File: config.mk
export PLATFORM = sky130hd
export DESIGN_NAME = pbc_bus_ctl
export DESIGN_NICKNAME = d
export VERILOG_FILES = /design/src/pbc_pkg.sv /design/src/pbc_bus_ctl.sv
export SDC_FILE = /design/constraint.sdc
export NUM_CORES = 1
export LEC_CHECK = 0
export BUFFER_PORTS_ARGS = -buffer_cell sky130_fd_sc_hd__buf_4
export CAP_MARGIN = 20
export CORE_MARGIN = 5
export CORE_UTILIZATION = 46
export CTS_CLUSTER_DIAMETER = 100
export DETAILED_ROUTE_END_ITERATION = 8
export GPL_TIMING_DRIVEN = 0
export HOLD_SLACK_MARGIN = 0.12
export PLACE_DENSITY = 0.84
export SYNTH_ARGS = -nofsm -noshare
export SYNTH_HDL_FRONTEND = slang
export SYNTH_SLANG_ARGS = --single-unit
File: constraint.sdc
create_clock -name clk -period 1.7 [get_ports clk]
set_input_delay 0.51 -clock clk [delete_from_list [all_inputs] [get_ports clk]]
set_output_delay 0.51 -clock clk [all_outputs]
set_load 0.02 [all_outputs]
File: src/pbc_pkg.sv
`default_nettype none
package pbc_pkg;
  // Bus control pins, wire level (low = asserted)
  typedef struct packed {
    logic frame;
    logic irdy;
    logic trdy;
    logic devsel;
    logic stop;
    logic perr;
  } pbc_ctl_t;

  typedef struct packed {
    logic start;
    logic write;
    logic last;
    logic ready;
  } pbc_mreq_t;

  typedef struct packed {
    logic hit;
    logic ready;
    logic stop;
  } pbc_treq_t;

  typedef struct packed {
    logic oe;
    logic [31:0] ad;
    logic [3:0] cbe;
  } pbc_drv_t;

  typedef struct packed {
    logic m_busy;
    logic m_xfer;
    logic m_abort;
    logic t_busy;
    logic t_xfer;
    logic t_write;
    logic perr_seen;
    logic serr_seen;
  } pbc_stat_t;

  typedef enum logic [1:0] {
    PBC_M_IDLE = 2'b00,
    PBC_M_ADDR = 2'b01,
    PBC_M_DATA = 2'b10,
    PBC_M_TURN = 2'b11
  } pbc_mst_t;

  typedef enum logic [1:0] {
    PBC_T_IDLE = 2'b00,
    PBC_T_DATA = 2'b01,
    PBC_T_TURN = 2'b10
  } pbc_tgt_t;

  typedef enum logic [1:0] {
    PBC_P_IDLE = 2'b00,
    PBC_P_LOW = 2'b01,
    PBC_P_HIGH = 2'b10
  } pbc_perr_t;

  localparam pbc_ctl_t PBC_CTL_RST = 6'h3F;
  localparam pbc_ctl_t PBC_OE_RST = 6'h3F;
  localparam pbc_stat_t PBC_STAT_RST = 8'h00;
  localparam logic PBC_OD_LOW = 1'b0;
  localparam logic [2:0] PBC_DEVSEL_TMO = 3'h5;
  localparam logic [2:0] PBC_TMO_RST = 3'h0;
endpackage
`default_nettype wire
File: src/pbc_bus_ctl.sv
`default_nettype none
// What this block does
// - Master asserts frame to start, holds while continuing
// - Frame deasserted means final data phase
// - Data moves only when both readies asserted
// - Either ready missing inserts wait cycles
// - Master ready when it can take/give data
// - Target ready when it can give/take data
// - Device select driven only after own decode
// - Target stop forces master to terminate
// - Data parity mismatch asserts parity error
// - Address parity error on open-drain system error
// - Interrupt line open-drain, low while requesting
// - Bus signals sampled on rising clock edge
// - Even parity valid one clock after phase
module pbc_bus_ctl (
  input wire logic clk,
  input wire logic rst_n,
  input wire logic ce,
  input wire pbc_pkg::pbc_ctl_t ctl_in,
  output pbc_pkg::pbc_ctl_t ctl_out,
  output pbc_pkg::pbc_ctl_t ctl_oe_n,
  input wire logic [31:0] ad_in,
  input wire logic [3:0] cbe_in,
  input wire logic par_in,
  output logic par_out,
  output logic par_oe_n,
  output logic serr_out,
  output logic serr_oe_n,
  output logic inta_out,
  output logic inta_oe_n,
  input wire pbc_pkg::pbc_drv_t drv,
  input wire pbc_pkg::pbc_mreq_t mreq,
  input wire pbc_pkg::pbc_treq_t treq,
  input wire logic irq_req,
  input wire logic perr_en,
  input wire logic serr_en,
  output pbc_pkg::pbc_stat_t stat
);
  import pbc_pkg::*;

  pbc_mst_t m_st_q, m_st_d;
  pbc_tgt_t t_st_q, t_st_d;
  pbc_perr_t p_st_q, p_st_d;
  pbc_ctl_t ctl_q, ctl_d, oe_q, oe_d;
  pbc_stat_t stat_q, stat_d;
  logic [2:0] tmo_q, tmo_d;
  logic m_write_q, m_write_d, t_write_q, t_write_d;
  logic frame_prev_q, addr_q, rx_q, rx_d;
  logic [31:0] ad_q;
  logic [3:0] cbe_q;
  logic par_q, par_d, par_oe_n_q, serr_oe_n_q, serr_oe_n_d, inta_oe_n_q, od_q;
  logic addr_phase, stop_seen, m_xfer, t_xfer, par_bad;

  // --------------------------------------------------------
  // Bus observation
  // --------------------------------------------------------
  // Pins are on this clock, so they are used as sampled at the edge
  assign addr_phase = !ctl_in.frame && frame_prev_q && (m_st_q == PBC_M_IDLE);
  assign stop_seen = !ctl_in.stop && !ctl_in.devsel;
  assign m_xfer = (m_st_q == PBC_M_DATA) && !ctl_q.irdy && !ctl_in.trdy;
  assign t_xfer = (t_st_q == PBC_T_DATA) && !ctl_q.trdy && !ctl_in.irdy;
  assign par_bad = ^{ad_q, cbe_q, par_in};

  // --------------------------------------------------------
  // Master, target and error signalling
  // --------------------------------------------------------
  always_comb begin
    m_st_d = m_st_q;
    t_st_d = t_st_q;
    p_st_d = p_st_q;
    ctl_d = ctl_q;
    oe_d = oe_q;
    tmo_d = tmo_q;
    m_write_d = m_write_q;
    t_write_d = t_write_q;
    stat_d = PBC_STAT_RST;
    case (m_st_q)
      PBC_M_IDLE: begin
        oe_d.frame = 1'b1;
        oe_d.irdy = 1'b1;
        if (mreq.start && ctl_in.frame && ctl_in.irdy && t_st_q == PBC_T_IDLE) begin
          ctl_d.frame = 1'b0;
          ctl_d.irdy = 1'b1;
          oe_d.frame = 1'b0;
          oe_d.irdy = 1'b0;
          tmo_d = PBC_TMO_RST;
          m_write_d = mreq.write;
          m_st_d = PBC_M_ADDR;
        end
      end
      PBC_M_ADDR: begin
        ctl_d.irdy = !mreq.ready;
        ctl_d.frame = mreq.ready && mreq.last;
        m_st_d = PBC_M_DATA;
      end
      PBC_M_DATA: begin
        if (ctl_in.devsel) begin
          tmo_d = tmo_q + 3'h1;
        end
        if (ctl_in.devsel && tmo_q == PBC_DEVSEL_TMO) begin
          // Nobody claimed the access: give up
          ctl_d.frame = 1'b1;
          ctl_d.irdy = 1'b1;
          stat_d.m_abort = 1'b1;
          m_st_d = PBC_M_TURN;
        end else if (ctl_q.irdy) begin
          ctl_d.irdy = !mreq.ready;
          ctl_d.frame = ctl_q.frame || (mreq.ready && mreq.last);
        end else if (ctl_q.frame && (!ctl_in.trdy || stop_seen)) begin
          ctl_d.irdy = 1'b1;
          stat_d.m_abort = stop_seen;
          m_st_d = PBC_M_TURN;
        end else if (stop_seen) begin
          ctl_d.frame = 1'b1;
          stat_d.m_abort = 1'b1;
        end else if (!ctl_in.trdy) begin
          ctl_d.irdy = !mreq.ready;
          ctl_d.frame = mreq.ready && mreq.last;
        end
      end
      PBC_M_TURN: begin
        oe_d.frame = 1'b1;
        oe_d.irdy = 1'b1;
        m_st_d = PBC_M_IDLE;
      end
      default: begin
        m_st_d = PBC_M_IDLE;
      end
    endcase
    case (t_st_q)
      PBC_T_IDLE: begin
        oe_d.trdy = 1'b1;
        oe_d.devsel = 1'b1;
        oe_d.stop = 1'b1;
        if (addr_phase && treq.hit) begin
          ctl_d.devsel = 1'b0;
          ctl_d.trdy = 1'b1;
          ctl_d.stop = 1'b1;
          oe_d.trdy = 1'b0;
          oe_d.devsel = 1'b0;
          oe_d.stop = 1'b0;
          t_write_d = cbe_in[0];
          t_st_d = PBC_T_DATA;
        end
      end
      PBC_T_DATA: begin
        if (!ctl_in.irdy && ctl_in.frame && (!ctl_q.trdy || !ctl_q.stop)) begin
          ctl_d.trdy = 1'b1;
          ctl_d.devsel = 1'b1;
          ctl_d.stop = 1'b1;
          t_st_d = PBC_T_TURN;
        end else if (!ctl_q.trdy && ctl_in.irdy) begin
          ctl_d.trdy = 1'b0;
          ctl_d.stop = !treq.stop;
        end else begin
          ctl_d.trdy = !treq.ready;
          ctl_d.stop = !treq.stop;
        end
      end
      PBC_T_TURN: begin
        oe_d.trdy = 1'b1;
        oe_d.devsel = 1'b1;
        oe_d.stop = 1'b1;
        t_st_d = PBC_T_IDLE;
      end
      default: begin
        t_st_d = PBC_T_IDLE;
      end
    endcase
    // Report is two clocks after the data phase, then parked high
    case (p_st_q)
      PBC_P_IDLE: begin
        oe_d.perr = 1'b1;
        ctl_d.perr = 1'b1;
        if (perr_en && rx_q && par_bad) begin
          ctl_d.perr = 1'b0;
          oe_d.perr = 1'b0;
          stat_d.perr_seen = 1'b1;
          p_st_d = PBC_P_LOW;
        end
      end
      PBC_P_LOW: begin
        ctl_d.perr = 1'b1;
        p_st_d = PBC_P_HIGH;
      end
      PBC_P_HIGH: begin
        oe_d.perr = 1'b1;
        p_st_d = PBC_P_IDLE;
      end
      default: begin
        p_st_d = PBC_P_IDLE;
      end
    endcase
    stat_d.m_busy = (m_st_d != PBC_M_IDLE);
    stat_d.m_xfer = m_xfer;
    stat_d.t_busy = (t_st_d != PBC_T_IDLE);
    stat_d.t_xfer = t_xfer;
    stat_d.t_write = t_write_d;
    stat_d.serr_seen = serr_en && addr_q && par_bad;
  end

  // --------------------------------------------------------
  // Parity, system error and interrupt
  // --------------------------------------------------------
  always_comb begin
    rx_d = (t_xfer && t_write_q) || (m_xfer && !m_write_q);
    par_d = ^{drv.ad, drv.cbe};
    serr_oe_n_d = !(serr_en && addr_q && par_bad);
  end

  always_ff @(posedge clk or negedge rst_n) begin
    if (!rst_n) begin
      m_st_q <= PBC_M_IDLE;
      t_st_q <= PBC_T_IDLE;
      p_st_q <= PBC_P_IDLE;
      ctl_q <= PBC_CTL_RST;
      oe_q <= PBC_OE_RST;
      stat_q <= PBC_STAT_RST;
      tmo_q <= PBC_TMO_RST;
      m_write_q <= 1'b0;
      t_write_q <= 1'b0;
      frame_prev_q <= 1'b1;
      addr_q <= 1'b0;
      rx_q <= 1'b0;
      ad_q <= 32'h0000_0000;
      cbe_q <= 4'h0;
      par_q <= 1'b0;
      par_oe_n_q <= 1'b1;
      serr_oe_n_q <= 1'b1;
      inta_oe_n_q <= 1'b1;
      od_q <= PBC_OD_LOW;
    end else if (ce) begin
      m_st_q <= m_st_d;
      t_st_q <= t_st_d;
      p_st_q <= p_st_d;
      ctl_q <= ctl_d;
      oe_q <= oe_d;
      stat_q <= stat_d;
      tmo_q <= tmo_d;
      m_write_q <= m_write_d;
      t_write_q <= t_write_d;
      frame_prev_q <= ctl_in.frame;
      addr_q <= !ctl_in.frame && frame_prev_q;
      rx_q <= rx_d;
      ad_q <= ad_in;
      cbe_q <= cbe_in;
      par_q <= par_d;
      par_oe_n_q <= !drv.oe;
      serr_oe_n_q <= serr_oe_n_d;
      inta_oe_n_q <= !irq_req;
      od_q <= PBC_OD_LOW;
    end
  end

  assign ctl_out = ctl_q;
  assign ctl_oe_n = oe_q;
  assign par_out = par_q;
  assign par_oe_n = par_oe_n_q;
  assign serr_out = od_q;
  assign serr_oe_n = serr_oe_n_q;
  assign inta_out = od_q;
  assign inta_oe_n = inta_oe_n_q;
  assign stat = stat_q;
endmodule
`default_nettype wire

==> reports/summary.md, run 1 <==
## Setup path
- **Slowest cell on crit path** xnor3_2
- **Crit Reg-Reg Endpoint** ctl_oe_n[0]$_DFFE_PN1P_
- **library cell appearing most often on the critical path** xnor2_1
- **maximum fanout encountered on the critical timing path** 4
- **CP Capture Type** register
- **register-to-register path setup slack** -0.17 ns
- **data required time of the critical path** 1.97 ns
- **cells traversed along the worst timing path** xnor2_1 -> xnor2_1 -> xnor2_1 -> xnor3_2 -> mux2i_4 -> and2_1
- **launch point of the worst reg-to-reg path** ad_q[7]$_DFFE_PN0P_
- **Worst path max stage delay** 0.52 ns
- **crit path capture** ctl_oe_n[0]$_DFFE_PN1P_
- **startpoint type of the worst setup path** register
- **worst r2r path cells** 6
- **arrival time of the worst setup path** 2.14 ns
- **timing startpoint of the critical path** ad_q[7]$_DFFE_PN0P_
- **critical setup path kind** register to register

## Detailed routing
- **drt first-iter violations** 56
- **vias after detailed routing** 2792
- **final wirelength** 8.67 mm
- **per-cell routed wire length** 15.6 µm
- **average via count per standard cell** 5.03
- **Routed Antenna Nets** 0
- **DRC errors left** 0
- **first-pass iteration count of the detailed router** 4

## Cells and area
- **final layout net count** 548
- **final standard cell count with taps included and fillers excluded** 555
- **share of cells above drive strength 1** 0.481
- **area added between synthesis and finish** 35.9%
- **number of fill cells in the layout** 624
- **end-of-flow core utilization** 0.647
- **area used by multi-input combinational logic** 0.00192 mm²
- **flip-flop and latch area** 0.00177 mm²
- **count of inserted antenna diode cells** 0

## Clock tree
- **Reg clk slew, reported paths** 0.08 ns
- **depth of the CTS H-tree** 3
- **CTS tree** built
- **CTS Buffer Depth** 2
- **number of clock sinks** 70
- **Clk Latency, worst-skew pair** 0.35 ns
- **total clock buffers created by CTS** 9
- **Clk Tree Root Cell** clkbuf_8

## Timing
- **final critical-path setup slack** -0.167 ns
- **Final Hold Fails** 0
- **total negative setup slack** -0.902 ns
- **number of pins with negative max-slew slack in the final report** 0
- **transition at the pin with the smallest max-transition slack** 0.851 ns
- **peak clock frequency supported by timing** 0.536 GHz
- **setup repair after global routing missed its margin** true
- **Final period util** 1.10
- **Worst slew margin** 0.433
- **Fin Clk Skew** 0.0117 ns
- **setup violation total in the final timing report** 6
- **minimum clock period** 1.87 ns

## Status
- **failing checks** negative setup slack
- **result of the run** finished, violations left

## Global route
- **first-pass GRT wire length** 14.3 mm
- **via count of the first global-routing pass** 3072
- **overall track demand over capacity in global routing** 0.182
- **maximum number of pins on one net before global-route repair** 71
- **overflow left after global routing** 0
- **number of antenna violations at the first check in global routing** 0

## Floorplanning
- **vertical die dimension** 99.9 µm
- **Core Area** 0.00781 mm²
- **number of primary I/O pins** 119
- **starting density of the core** 0.476
- **number of placement rows** 32
- **total die area** 0.00999 mm²
- **die width** 99.9 µm

## Yosys
- **fraction of synthesized area in multiplexers** 0.139
- **fraction of the mapped netlist area in adder cells** 0.0235
- **mean instance size in the synthesized netlist** 11.6 µm²
- **fraction of the yosys area taken by sequential cells** 0.475
- **flip-flop and latch count after synthesis** 70
- **total of warnings raised by yosys** 0
- **Synth Instances** 320
- **share of the synthesized netlist area taken by xor and xnor gates** 0.176
- **number of library cell types mapped by synthesis** 38
- **dominant combinational cell family by area after synthesis** XOR/XNOR gates
- **Post-Synth Simple-Gate Area** 0.0743
- **area fraction in compound gates after synthesis** 0.0764
- **Netlist Area Pre-Place** 0.00372 mm²

## Pwr
- **worst-case vdd ir drop** 915 µV
- **cell internal pwr** 4.47 mW
- **clock group share of total power** 0.223
- **leakage power summed over all cells** 2.31 nW
- **power per standard cell area** 1350 mW/mm²
- **part of the total power dissipated in combinational logic** 0.425
- **Seq pwr share** 0.352
- **Switching Fraction** 0.343
- **switching power of the nets** 2.33 mW

## Placed design
- **Final GP Congestion** 0.864
- **detailed-placement wirelength estimate** 6.57 mm
- **placed cell count** 538
- **number of input and output port buffers inserted** 115

## Hold path
- **type of the most critical hold path** primary input to async pin

## Flow run
- **max-cap viol count** 0

==> worst max-delay path, delay by kind of cell, from the launching register on <==
family	cells	cell delay [ns]
multiplexers	1	0.23
XOR/XNOR	4	1.02
flip-flops	1	0.39
AND/OR/NAND/NOR	1	0.15
==> power by group through the flow <==
stage	sequential, mW	combinational (mW)	clock (mW)
floorplan	2.54	1.66	0
global route	2.45	3.14	1.61
global placement	2.38	2.59	0
detailed placement	2.41	2.65	0
CTS	2.39	2.82	1.54
finish	2.40	2.89	1.52
==> cells in the mapped netlist <==
library cell,n,area share
or3_1,1,0.0017
nor2b_1,6,0.010
nand2b_1,5,0.0084
conb_1,1,0.0010
a32oi_1,1,0.0024
ha_1,7,0.024
a21o_1,5,0.010
o22a_1,3,0.0071
o21ai_1,2,0.0027
inv_1,15,0.015
o21a_1,4,0.0081
nand3_1,9,0.012
nand3b_1,1,0.0020
or2_2,1,0.0017
xnor2_1,56,0.13
xnor3_1,5,0.030
o31ai_1,2,0.0040
o22ai_1,2,0.0034
buf_1,2,0.0020
nand2_1,10,0.010
buf_4,6,0.012
a21oi_1,7,0.0094
mux2i_1,3,0.0081
o21ai_0,13,0.017
xor2_1,6,0.014
mux2_2,42,0.13
a211oi_1,1,0.0020
dfstp_2,13,0.092
nor3_1,5,0.0067
nand4_1,1,0.0017
clkbuf_1,5,0.0050
mux2i_2,1,0.0037
and3_1,2,0.0034
dfrtp_1,57,0.38
a31oi_1,3,0.0050
a2bb2oi_1,2,0.0047
nor2_1,13,0.013
and2_1,2,0.0034
==> cell usage in the layout (no fill, tap or decap), drive strengths merged, types with 4 or more instances in the layout <==
cell    instances
buf           125
dfrtp          57
xnor2          56
mux2           42
inv            16
o21ai          15
nor2           13
dfstp          13
clkbuf         13
nand2          10
nand3           9
a21oi           7
ha              7
nor2b           6
xor2            6
a21o            5
nand2b          5
xnor3           5
nor3            5
o21a            4
mux2i           4
==> state kept, by name, indices dropped and copies added, names as in the netlist, 2 cells and up <==
signal,cells
ad_q,32
cbe_q,4
ctl_oe_n,3
ctl_out,6
m_st_q,2
p_st_q,2
stat,7
t_st_q,2
tmo_q,3
==> through the flow <==
| stage | hold WS, ns | setup WS [ns] | cell area [µm²] | total power [mW] |
|---|---|---|---|---|
| 6_report | 0.263 | -0.167 | 5050 | 6.80 |
| 5_1_grt | 0.289 | -0.276 | 5050 | 7.19 |
| 4_1_cts | 0.284 | -0.174 | 4970 | 6.74 |
| 3_5_place_dp | 0.469 | -0.591 | 4720 | 5.06 |
| 3_3_place_gp | 0.455 | -0.508 | 4720 | 4.97 |
| 2_1_floorplan | 0.214 | -0.00856 | 3730 | 4.20 |
==> routing by layer <==
| metal | vias to the layer above | global-route usage | part of all wire |
|---|---|---|---|
| met5 | - | 0 | 0 |
| met4 | 0 | 0.0756 | 0.018 |
| met3 | 15 | 0.0382 | 0.068 |
| met2 | 106 | 0.316 | 0.50 |
| met1 | 1333 | 0.220 | 0.41 |
| li1 | 1338 | - | - |
==> cell families (layout without fill, tap and decap cells) <==
family | count (synthesis) | count (layout)
xor+xnor | 67 | 67
other cells | 1 | 2
simple gates | 56 | 56
fa+ha+maj | 7 | 7
compound gates | 45 | 45
flops | 70 | 70
buf+inv | 28 | 160
mux | 46 | 46
==> area by class of cell <==
class / count / share of cell area
multi-input combinational: 223 / 0.379
timing repair buffer: 116 / 0.174
sequential: 70 / 0.350
clock buffer: 9 / 0.0245
inverter: 15 / 0.0111
tap: 102 / 0.0252
buffer: 13 / 0.0166
clock inverter: 7 / 0.0193
==> worst min path at each step <==
stage	startpoint	endpoint	slack, ns	cells past startpoint
final	rst_n	ad_q[17]$_DFFE_PN0P_	0.26	1
after global routing	irq_req	inta_oe_n$_DFFE_PN1P_	0.29	2
after CTS	drv[36]	par_oe_n$_DFFE_PN1P_	0.28	2
after detailed placement	inta_oe_n$_DFFE_PN1P_	inta_oe_n$_DFFE_PN1P_	0.47	2
after global placement	inta_oe_n$_DFFE_PN1P_	inta_oe_n$_DFFE_PN1P_	0.45	2
after floorplan	rst_n	ad_q[0]$_DFFE_PN0P_	0.21	0
==> repair_timing <==
item | CTS | global route
setup buffers | 0 | 1
endpoints found under the setup margin | 32 | 24
gates resized for setup | 10 | 22
hold buffers | 0 | 0
pin swaps | 1 | 4
cloned | 0 | 0
endpoints found under the hold margin | 0 | 0
Note: power is estimated with default switching activity, not from simulation.
==> run 2: changes to the inputs <==
--- a/config.mk
+++ b/config.mk
@@ -10,3 +10,3 @@
 export CORE_MARGIN = 5
-export CORE_UTILIZATION = 46
+export CORE_UTILIZATION = 35
 export CTS_CLUSTER_DIAMETER = 100
@@ -15,3 +15,3 @@
 export HOLD_SLACK_MARGIN = 0.12
-export PLACE_DENSITY = 0.84
+export PLACE_DENSITY = 0.69
 export SYNTH_ARGS = -nofsm -noshare
==> constraint.sdc (replaced) <==
create_clock -name clk -period 1.7 [get_ports clk]
set_input_delay 0.17 -clock clk [delete_from_list [all_inputs] [get_ports clk]]
set_output_delay 0.17 -clock clk [all_outputs]
set_load 0.02 [all_outputs]
==> run 2 against run 1 <==
Core utilization fell by 11 points. Critical endpoint is now stat[0]$_DFFE_PN0P_. Global-route usage down 3.5 points. Via count grew 5.4%. Worst setup slack improved by 0.011 ns. The run still ends with negative setup slack left.
==> reports/summary.md, run 2 (same netlist as run 1, synthesis figures left out) <==
## Floorplanning
- **die width** 113 µm, +13%
- **total die area** 0.0128 mm², +28%
- **vertical die dimension** 113 µm, +13%
- **number of primary I/O pins** 119, unchanged
- **starting density of the core** 0.360, -0.116
- **Core Area** 0.0103 mm², +32%
- **number of placement rows** 37, +16%

## Cells and area
- **flip-flop count of the largest register, all copies and words added** 32, unchanged
- **number of fill cells in the layout** 891, +43%
- **leading cell type in the layout, fill and taps excluded** buf_4
- **area added between synthesis and finish** 47.9%
- **register with the highest flop count** ad_q
- **count of inserted antenna diode cells** 0, unchanged
- **end-of-flow core utilization** 0.533, -0.115
- **top library cells by usage in the layout, fill and taps aside** buf_4 (122), xnor2_1 (55), dfrtp_1 (55)
- **final layout net count** 592, +8.0%
- **share of cells above drive strength 1** 0.408, -0.0728

## Timing
- **Worst slew margin** 0.405, -0.0274
- **minimum clock period** 1.86 ns, -0.0109 ns
- **peak clock frequency supported by timing** 0.539 GHz, +0.59%
- **setup violation total in the final timing report** 6, unchanged
- **Final Hold Fails** 0, unchanged
- **final critical-path setup slack** -0.156 ns, +0.0109 ns
- **number of pins with negative max-slew slack in the final report** 0, unchanged
- **transition at the pin with the smallest max-transition slack** 0.892 ns, +0.0411 ns
- **Final period util** 1.09, -0.00640
- **setup repair after global routing missed its margin** true
- **final-layout worst hold slack** 0.196 ns, -0.0675 ns
- **Fin Clk Skew** 0.00841 ns, -0.00332 ns

## Placed design
- **Final GP Congestion** 0.806, -6.7%
- **number of input and output port buffers inserted** 115, unchanged
- **detailed-placement wirelength estimate** 6.74 mm, +2.5%

## Setup path
- **arrival time of the worst setup path** 2.07 ns, -0.07 ns
- **crit path capture** stat[0]$_DFFE_PN0P_
- **critical setup path kind** register to register
- **startpoint type of the worst setup path** register
- **worst r2r path cells** 6, unchanged
- **register-to-register path setup slack** -0.16 ns, about the same
- **data required time of the critical path** 1.91 ns, -0.06 ns
- **Crit Reg-Reg Endpoint** stat[0]$_DFFE_PN0P_
- **timing startpoint of the critical path** cbe_q[3]$_DFFE_PN0P_
- **launch point of the worst reg-to-reg path** cbe_q[3]$_DFFE_PN0P_
- **CP Capture Type** register
- **maximum fanout encountered on the critical timing path** 2, -2

## Detailed routing
- **average via count per standard cell** 4.65, -7.6%
- **per-cell routed wire length** 14.4 µm, -7.9%
- **vias after detailed routing** 2943, +5.4%
- **final wirelength** 9.11 mm, +5.1%
- **drt first-iter violations** 101, +80%
- **DRC errors left** 0, unchanged
- **first-pass iteration count of the detailed router** 6, +2
- **Routed Antenna Nets** 0, unchanged

## Global route
- **global-route met2 utilization** 0.265, -0.0507
- **overflow left after global routing** 0, unchanged
- **via count of the first global-routing pass** 3129, +1.9%
- **grt met3 use** 0.0294, -0.00881
- **number of antenna violations at the first check in global routing** 0, unchanged
- **maximum number of pins on one net before global-route repair** 71, unchanged
- **first-pass GRT wire length** 15.0 mm, +4.6%
- **met1 track utilization from global routing** 0.172, -0.0472
- **global routing's busiest layer** met2
- **overall track demand over capacity in global routing** 0.147, -0.0353

## Clock tree
- **CTS Buffer Depth** 2, unchanged
- **CTS tree** built
- **depth of the CTS H-tree** 3, unchanged
- **number of clock sinks** 70, unchanged
- **total clock buffers created by CTS** 9, unchanged
- **Reg clk slew, reported paths** 0.07 ns, about the same
- **Clk Latency, worst-skew pair** 0.34 ns, about the same
- **Clk Tree Root Cell** clkbuf_8

## Pwr
- **leakage power summed over all cells** 2.47 nW, +6.8%
- **worst-case vdd ir drop** 649 µV, -29%
- **sum of internal, switching and leakage power** 6.93 mW, +1.9%
- **power per standard cell area** 1260 mW/mm², -6.4%

## Status
- **result of the run** finished, violations left
- **failing checks** negative setup slack

## Flow run
- **max-cap viol count** 0, unchanged

## Hold path
- **type of the most critical hold path** primary input to register

==> run 2: changes by cell type in the layout (fill, tap and decap cells not counted), sizes merged <==
cell / before / now
bufinv: 2 / 3
buf: 125 / 124
clkbuf: 13 / 16
clkinv: 2 / 0
inv: 16 / 15
dlygate4sd3: 0 / 44
==> run 2: stage by stage <==
stage | setup TNS, ns | std cells | setup slack [ns] | instance area, µm²
5_1_grt | -1.29 | 633 | -0.226 | 5500
2_1_floorplan | -0.0155 | 321 | -0.00926 | 3720
3_3_place_gp | -2.67 | 572 | -0.169 | 4760
3_5_place_dp | -3.86 | 572 | -0.205 | 4760
4_1_cts | -0.894 | 632 | -0.160 | 5480
6_report | -0.866 | 633 | -0.156 | 5500
==> run 2: report_power, final <==
part / leakage [nW] / internal [mW] / total (mW) / switching [mW]
sequential: 0.827 / 2.09 / 2.37 / 0.286
clock: 0.122 / 1.05 / 1.69 / 0.636
combinational: 1.52 / 1.54 / 2.87 / 1.32
total: 2.47 / 4.68 / 6.93 / 2.24
==> run 2: worst min path at each step <==
stage,start,cells past startpoint,end
2_1_floorplan,rst_n,0,ad_q[0]$_DFFE_PN0P_
3_3_place_gp,irq_req,2,inta_oe_n$_DFFE_PN1P_
3_5_place_dp,drv[36],2,par_oe_n$_DFFE_PN1P_
4_1_cts,ctl_in[4],4,ctl_out[2]$_DFFE_PN1P_
5_1_grt,ctl_in[4],3,ctl_out[3]$_DFFE_PN1P_
6_report,ctl_in[4],4,ctl_out[2]$_DFFE_PN1P_
==> run 2: layout make-up <==
cell class | instances | area, µm² | share of cell area
multi-input combinational | 223 | 1860 | 0.339
sequential | 70 | 1770 | 0.322
timing repair buffer | 160 | 1310 | 0.238
tap | 136 | 170 | 0.0309
clock buffer | 11 | 151 | 0.0275
clock inverter | 5 | 105 | 0.0191
buffer | 13 | 71.3 | 0.0130
inverter | 15 | 56.3 | 0.0102
==> run 2: critical path, stage by stage (launching register included) <==
cell and delay, ns:
dfrtp_1 0.41, xnor2_2 0.19, xnor2_1 0.16, xnor2_1 0.14
xnor3_2 0.51, xnor2_1 0.21, o22ai_1 0.11
==> run 2: what timing repair did <==
action | CTS | global route
setup endpoints to repair | 9 | 17
hold buffers | 44 | 0
gates cloned | 0 | 0
resized for setup | 6 | 6
pin swaps | 4 | 3
buffers inserted | 0 | 1
endpoints found under the hold margin | 101 | 0
==> run 2: metal layers <==
layer / up-vias / wire [µm] / share of wire
li1: 1427 / - / -
met1: 1438 / 3750 / 0.41
met2: 64 / 4900 / 0.54
met3: 14 / 289 / 0.032
met4: 0 / 168 / 0.018
met5: - / 0 / 0
==> run 3: changes to the inputs <==
- CORE_ASPECT_RATIO: default -> 1.5
- SKIP_CTS_REPAIR_TIMING: default -> 1
==> run 3 against run 2 <==
The flow still finishes with violations (negative setup slack). Count of clock-buffer cells in the layout is 3 higher. Routed wire length is 1.8% higher. Largest cell class unchanged. Global-route usage is 0.31 points lower. Clock power hardly changed. Cell area hardly changed. Maximum frequency is 0.53% lower. Worst hold slack worse by 0.070 ns. Core utilization is 0.76 points lower. Non-clock buffer count is 1 lower. Flip-flop and latch count stayed put. First-iteration DRC count is 21% lower.
==> reports/summary.md, run 3 (same netlist as run 1, synthesis figures left out) <==
## Cells and area
- **area added between synthesis and finish** 47.9%, about the same
- **top library cells by usage in the layout, fill and taps aside** buf_4 (125), dfrtp_1 (56), xnor2_1 (54)
- **count of inserted antenna diode cells** 0, unchanged
- **flip-flop count of the largest register, all copies and words added** 32, unchanged
- **register with the highest flop count** ad_q
- **leading cell type in the layout, fill and taps excluded** buf_4
- **share of cells above drive strength 1** 0.409, +0.000823
- **final layout net count** 591, -0.17%

## Clock tree
- **depth of the CTS H-tree** 3, unchanged
- **CTS Buffer Depth** 2, unchanged
- **Reg clk slew, reported paths** 0.05 ns, -0.02 ns
- **CTS tree** built
- **total clock buffers created by CTS** 9, unchanged
- **number of clock sinks** 70, unchanged
- **Clk Tree Root Cell** clkbuf_16
- **Clk Latency, worst-skew pair** 0.32 ns, -0.02 ns

## Setup path
- **number of buffer and inverter instances along the worst setup path** 0, unchanged
- **path length in cells of the critical path** 6, unchanged
- **worst r2r path cells** 6, unchanged
- **maximum fanout encountered on the critical timing path** 4, +2
- **launch point of the worst reg-to-reg path** ad_q[10]$_DFFE_PN0P_
- **crit-path leading delay family** XOR/XNOR gates
- **Slowest cell on crit path** xnor3_2
- **CP Capture Type** register
- **library cell appearing most often on the critical path** xnor2_1
- **Worst path max stage delay** 0.46 ns, -0.05 ns
- **arrival time of the worst setup path** 2.12 ns, +0.05 ns
- **startpoint type of the worst setup path** register
- **timing startpoint of the critical path** ad_q[10]$_DFFE_PN0P_
- **cells traversed along the worst timing path** xnor2_2 -> xnor2_1 -> xnor2_1 -> xnor3_2 -> mux2i_4 -> and2_1
- **critical setup path kind** register to register
- **data required time of the critical path** 1.95 ns, +0.04 ns

## Pwr
- **worst-case vdd ir drop** 776 µV, +20%
- **power per standard cell area** 1280 mW/mm², +1.5%
- **leakage power summed over all cells** 2.48 nW, +0.37%

## Timing
- **setup violation total in the final timing report** 6, unchanged
- **Worst slew margin** 0.410, +0.00476
- **Fin Clk Skew** 0.00697 ns, -0.00143 ns
- **final critical-path setup slack** -0.166 ns, -0.00997 ns
- **setup repair after global routing missed its margin** true
- **final-layout worst hold slack** 0.125 ns, -0.0703 ns
- **minimum clock period** 1.87 ns, +0.00997 ns
- **Final Hold Fails** 0, unchanged
- **total negative setup slack** -0.880 ns, -0.0140 ns
- **peak clock frequency supported by timing** 0.536 GHz, -0.53%
- **Final period util** 1.10, +0.00587
- **transition at the pin with the smallest max-transition slack** 0.885 ns, -0.00715 ns
- **number of pins with negative max-slew slack in the final report** 0, unchanged

## Flow run
- **max-cap viol count** 0, unchanged

## Detailed routing
- **DRC errors left** 0, unchanged
- **average via count per standard cell** 4.52, -2.7%
- **per-cell routed wire length** 14.5 µm, +0.69%
- **vias after detailed routing** 2895, -1.6%
- **first-pass iteration count of the detailed router** 4, -2
- **drt first-iter violations** 80, -21%
- **Routed Antenna Nets** 0, unchanged
- **final wirelength** 9.27 mm, +1.8%

## Placed design
- **Final GP Congestion** 0.798, -1.1%
- **detailed-placement wirelength estimate** 6.93 mm, +2.9%
- **number of input and output port buffers inserted** 115, unchanged

## Floorplanning
- **vertical die dimension** 136 µm, +20%
- **die width** 94.2 µm, -17%
- **number of primary I/O pins** 119, unchanged
- **number of placement rows** 46, +24%
- **total die area** 0.0128 mm², +0.34%
- **starting density of the core** 0.355, -0.00521
- **Core Area** 0.0105 mm², +1.5%

## Status
- **result of the run** finished, violations left
- **failing checks** negative setup slack

## Hold path
- **type of the most critical hold path** primary input to register
- **Worst Hold Depth** 3, -1
- **Min-Delay Startpoint** treq[0]

## Global route
- **via count of the first global-routing pass** 2988, -4.5%
- **number of antenna violations at the first check in global routing** 0, unchanged
- **overall track demand over capacity in global routing** 0.144, -0.00306
- **overflow left after global routing** 0, unchanged
- **maximum number of pins on one net before global-route repair** 71, unchanged
- **first-pass GRT wire length** 14.3 mm, -4.7%

[run 3: cell types whose count changed in the layout (fill, tap and decap cells not counted), sizes merged]
cell | previous run | this run
clkinvlp | 2 | 0
clkinv | 0 | 2
clkbuf | 16 | 19
bufinv | 3 | 0
buf | 124 | 127
dlygate4sd3 | 44 | 40
[run 3: power breakdown]
| part | total [mW] | leakage [nW] | internal (mW) | switching (mW) |
|---|---|---|---|---|
| Sequential | 2.36 | 0.828 | 2.09 | 0.267 |
| Combinational | 3.02 | 1.52 | 1.64 | 1.38 |
| Clock | 1.66 | 0.131 | 1.02 | 0.638 |
| Total | 7.03 | 2.48 | 4.75 | 2.28 |
[run 3: layout make-up]
| cell class | count | area, µm² |
|---|---|---|
| inverter | 15 | 56.3 |
| timing repair buffer | 159 | 1290 |
| clock inverter | 2 | 10.0 |
| buffer | 13 | 71.3 |
| tap | 144 | 180 |
| clock buffer | 14 | 254 |
| sequential | 70 | 1770 |
| multi-input combinational | 223 | 1870 |
| fill | 989 | 4970 |
[run 3: final timing paths]
| path | to | slack (ns) |
|---|---|---|
| worst max register to register | ctl_oe_n[0]$_DFFE_PN1P_ | -0.17 |
| worst max-delay path | ctl_oe_n[0]$_DFFE_PN1P_ | -0.17 |
| max in group asynchronous | t_st_q[0]$_DFFE_PN0P_ | 0.56 |
| worst min register to register | par_oe_n$_DFFE_PN1P_ | 0.47 |
| min in group asynchronous | ad_q[19]$_DFFE_PN0P_ | 0.52 |
| worst min-delay path | ctl_out[1]$_DFFE_PN1P_ | 0.13 |
[run 3: layer usage]
metal	GRT usage	part of all wire	vias to the layer above
met4	0.0546	0.017	0
met1	0.152	0.36	1392
met5	0	0	-
met2	0.267	0.57	64
li1	-	-	1423
met3	0.0388	0.047	16
[run 3: stage by stage]
step           utilization  total power, mW  worst slack (ns)  cell area, µm²  instances
2_1_floorplan            -             4.20          -0.00926            3720        321
3_3_place_gp         0.455             5.00            -0.170            4770        580
3_5_place_dp         0.455             5.07            -0.207            4770        580
4_1_cts              0.480             6.77            -0.213            5030        596
5_1_grt              0.525             7.49            -0.280            5500        640
6_report             0.525             7.03            -0.166            5500        640
[run 3: worst reg2reg max path, stage by stage, from the launching register on]
cell     delay [ns]
dfrtp_1        0.40
xnor2_2        0.16
xnor2_1        0.20
xnor2_1        0.18
xnor3_2        0.46
mux2i_4        0.23
and2_1         0.17
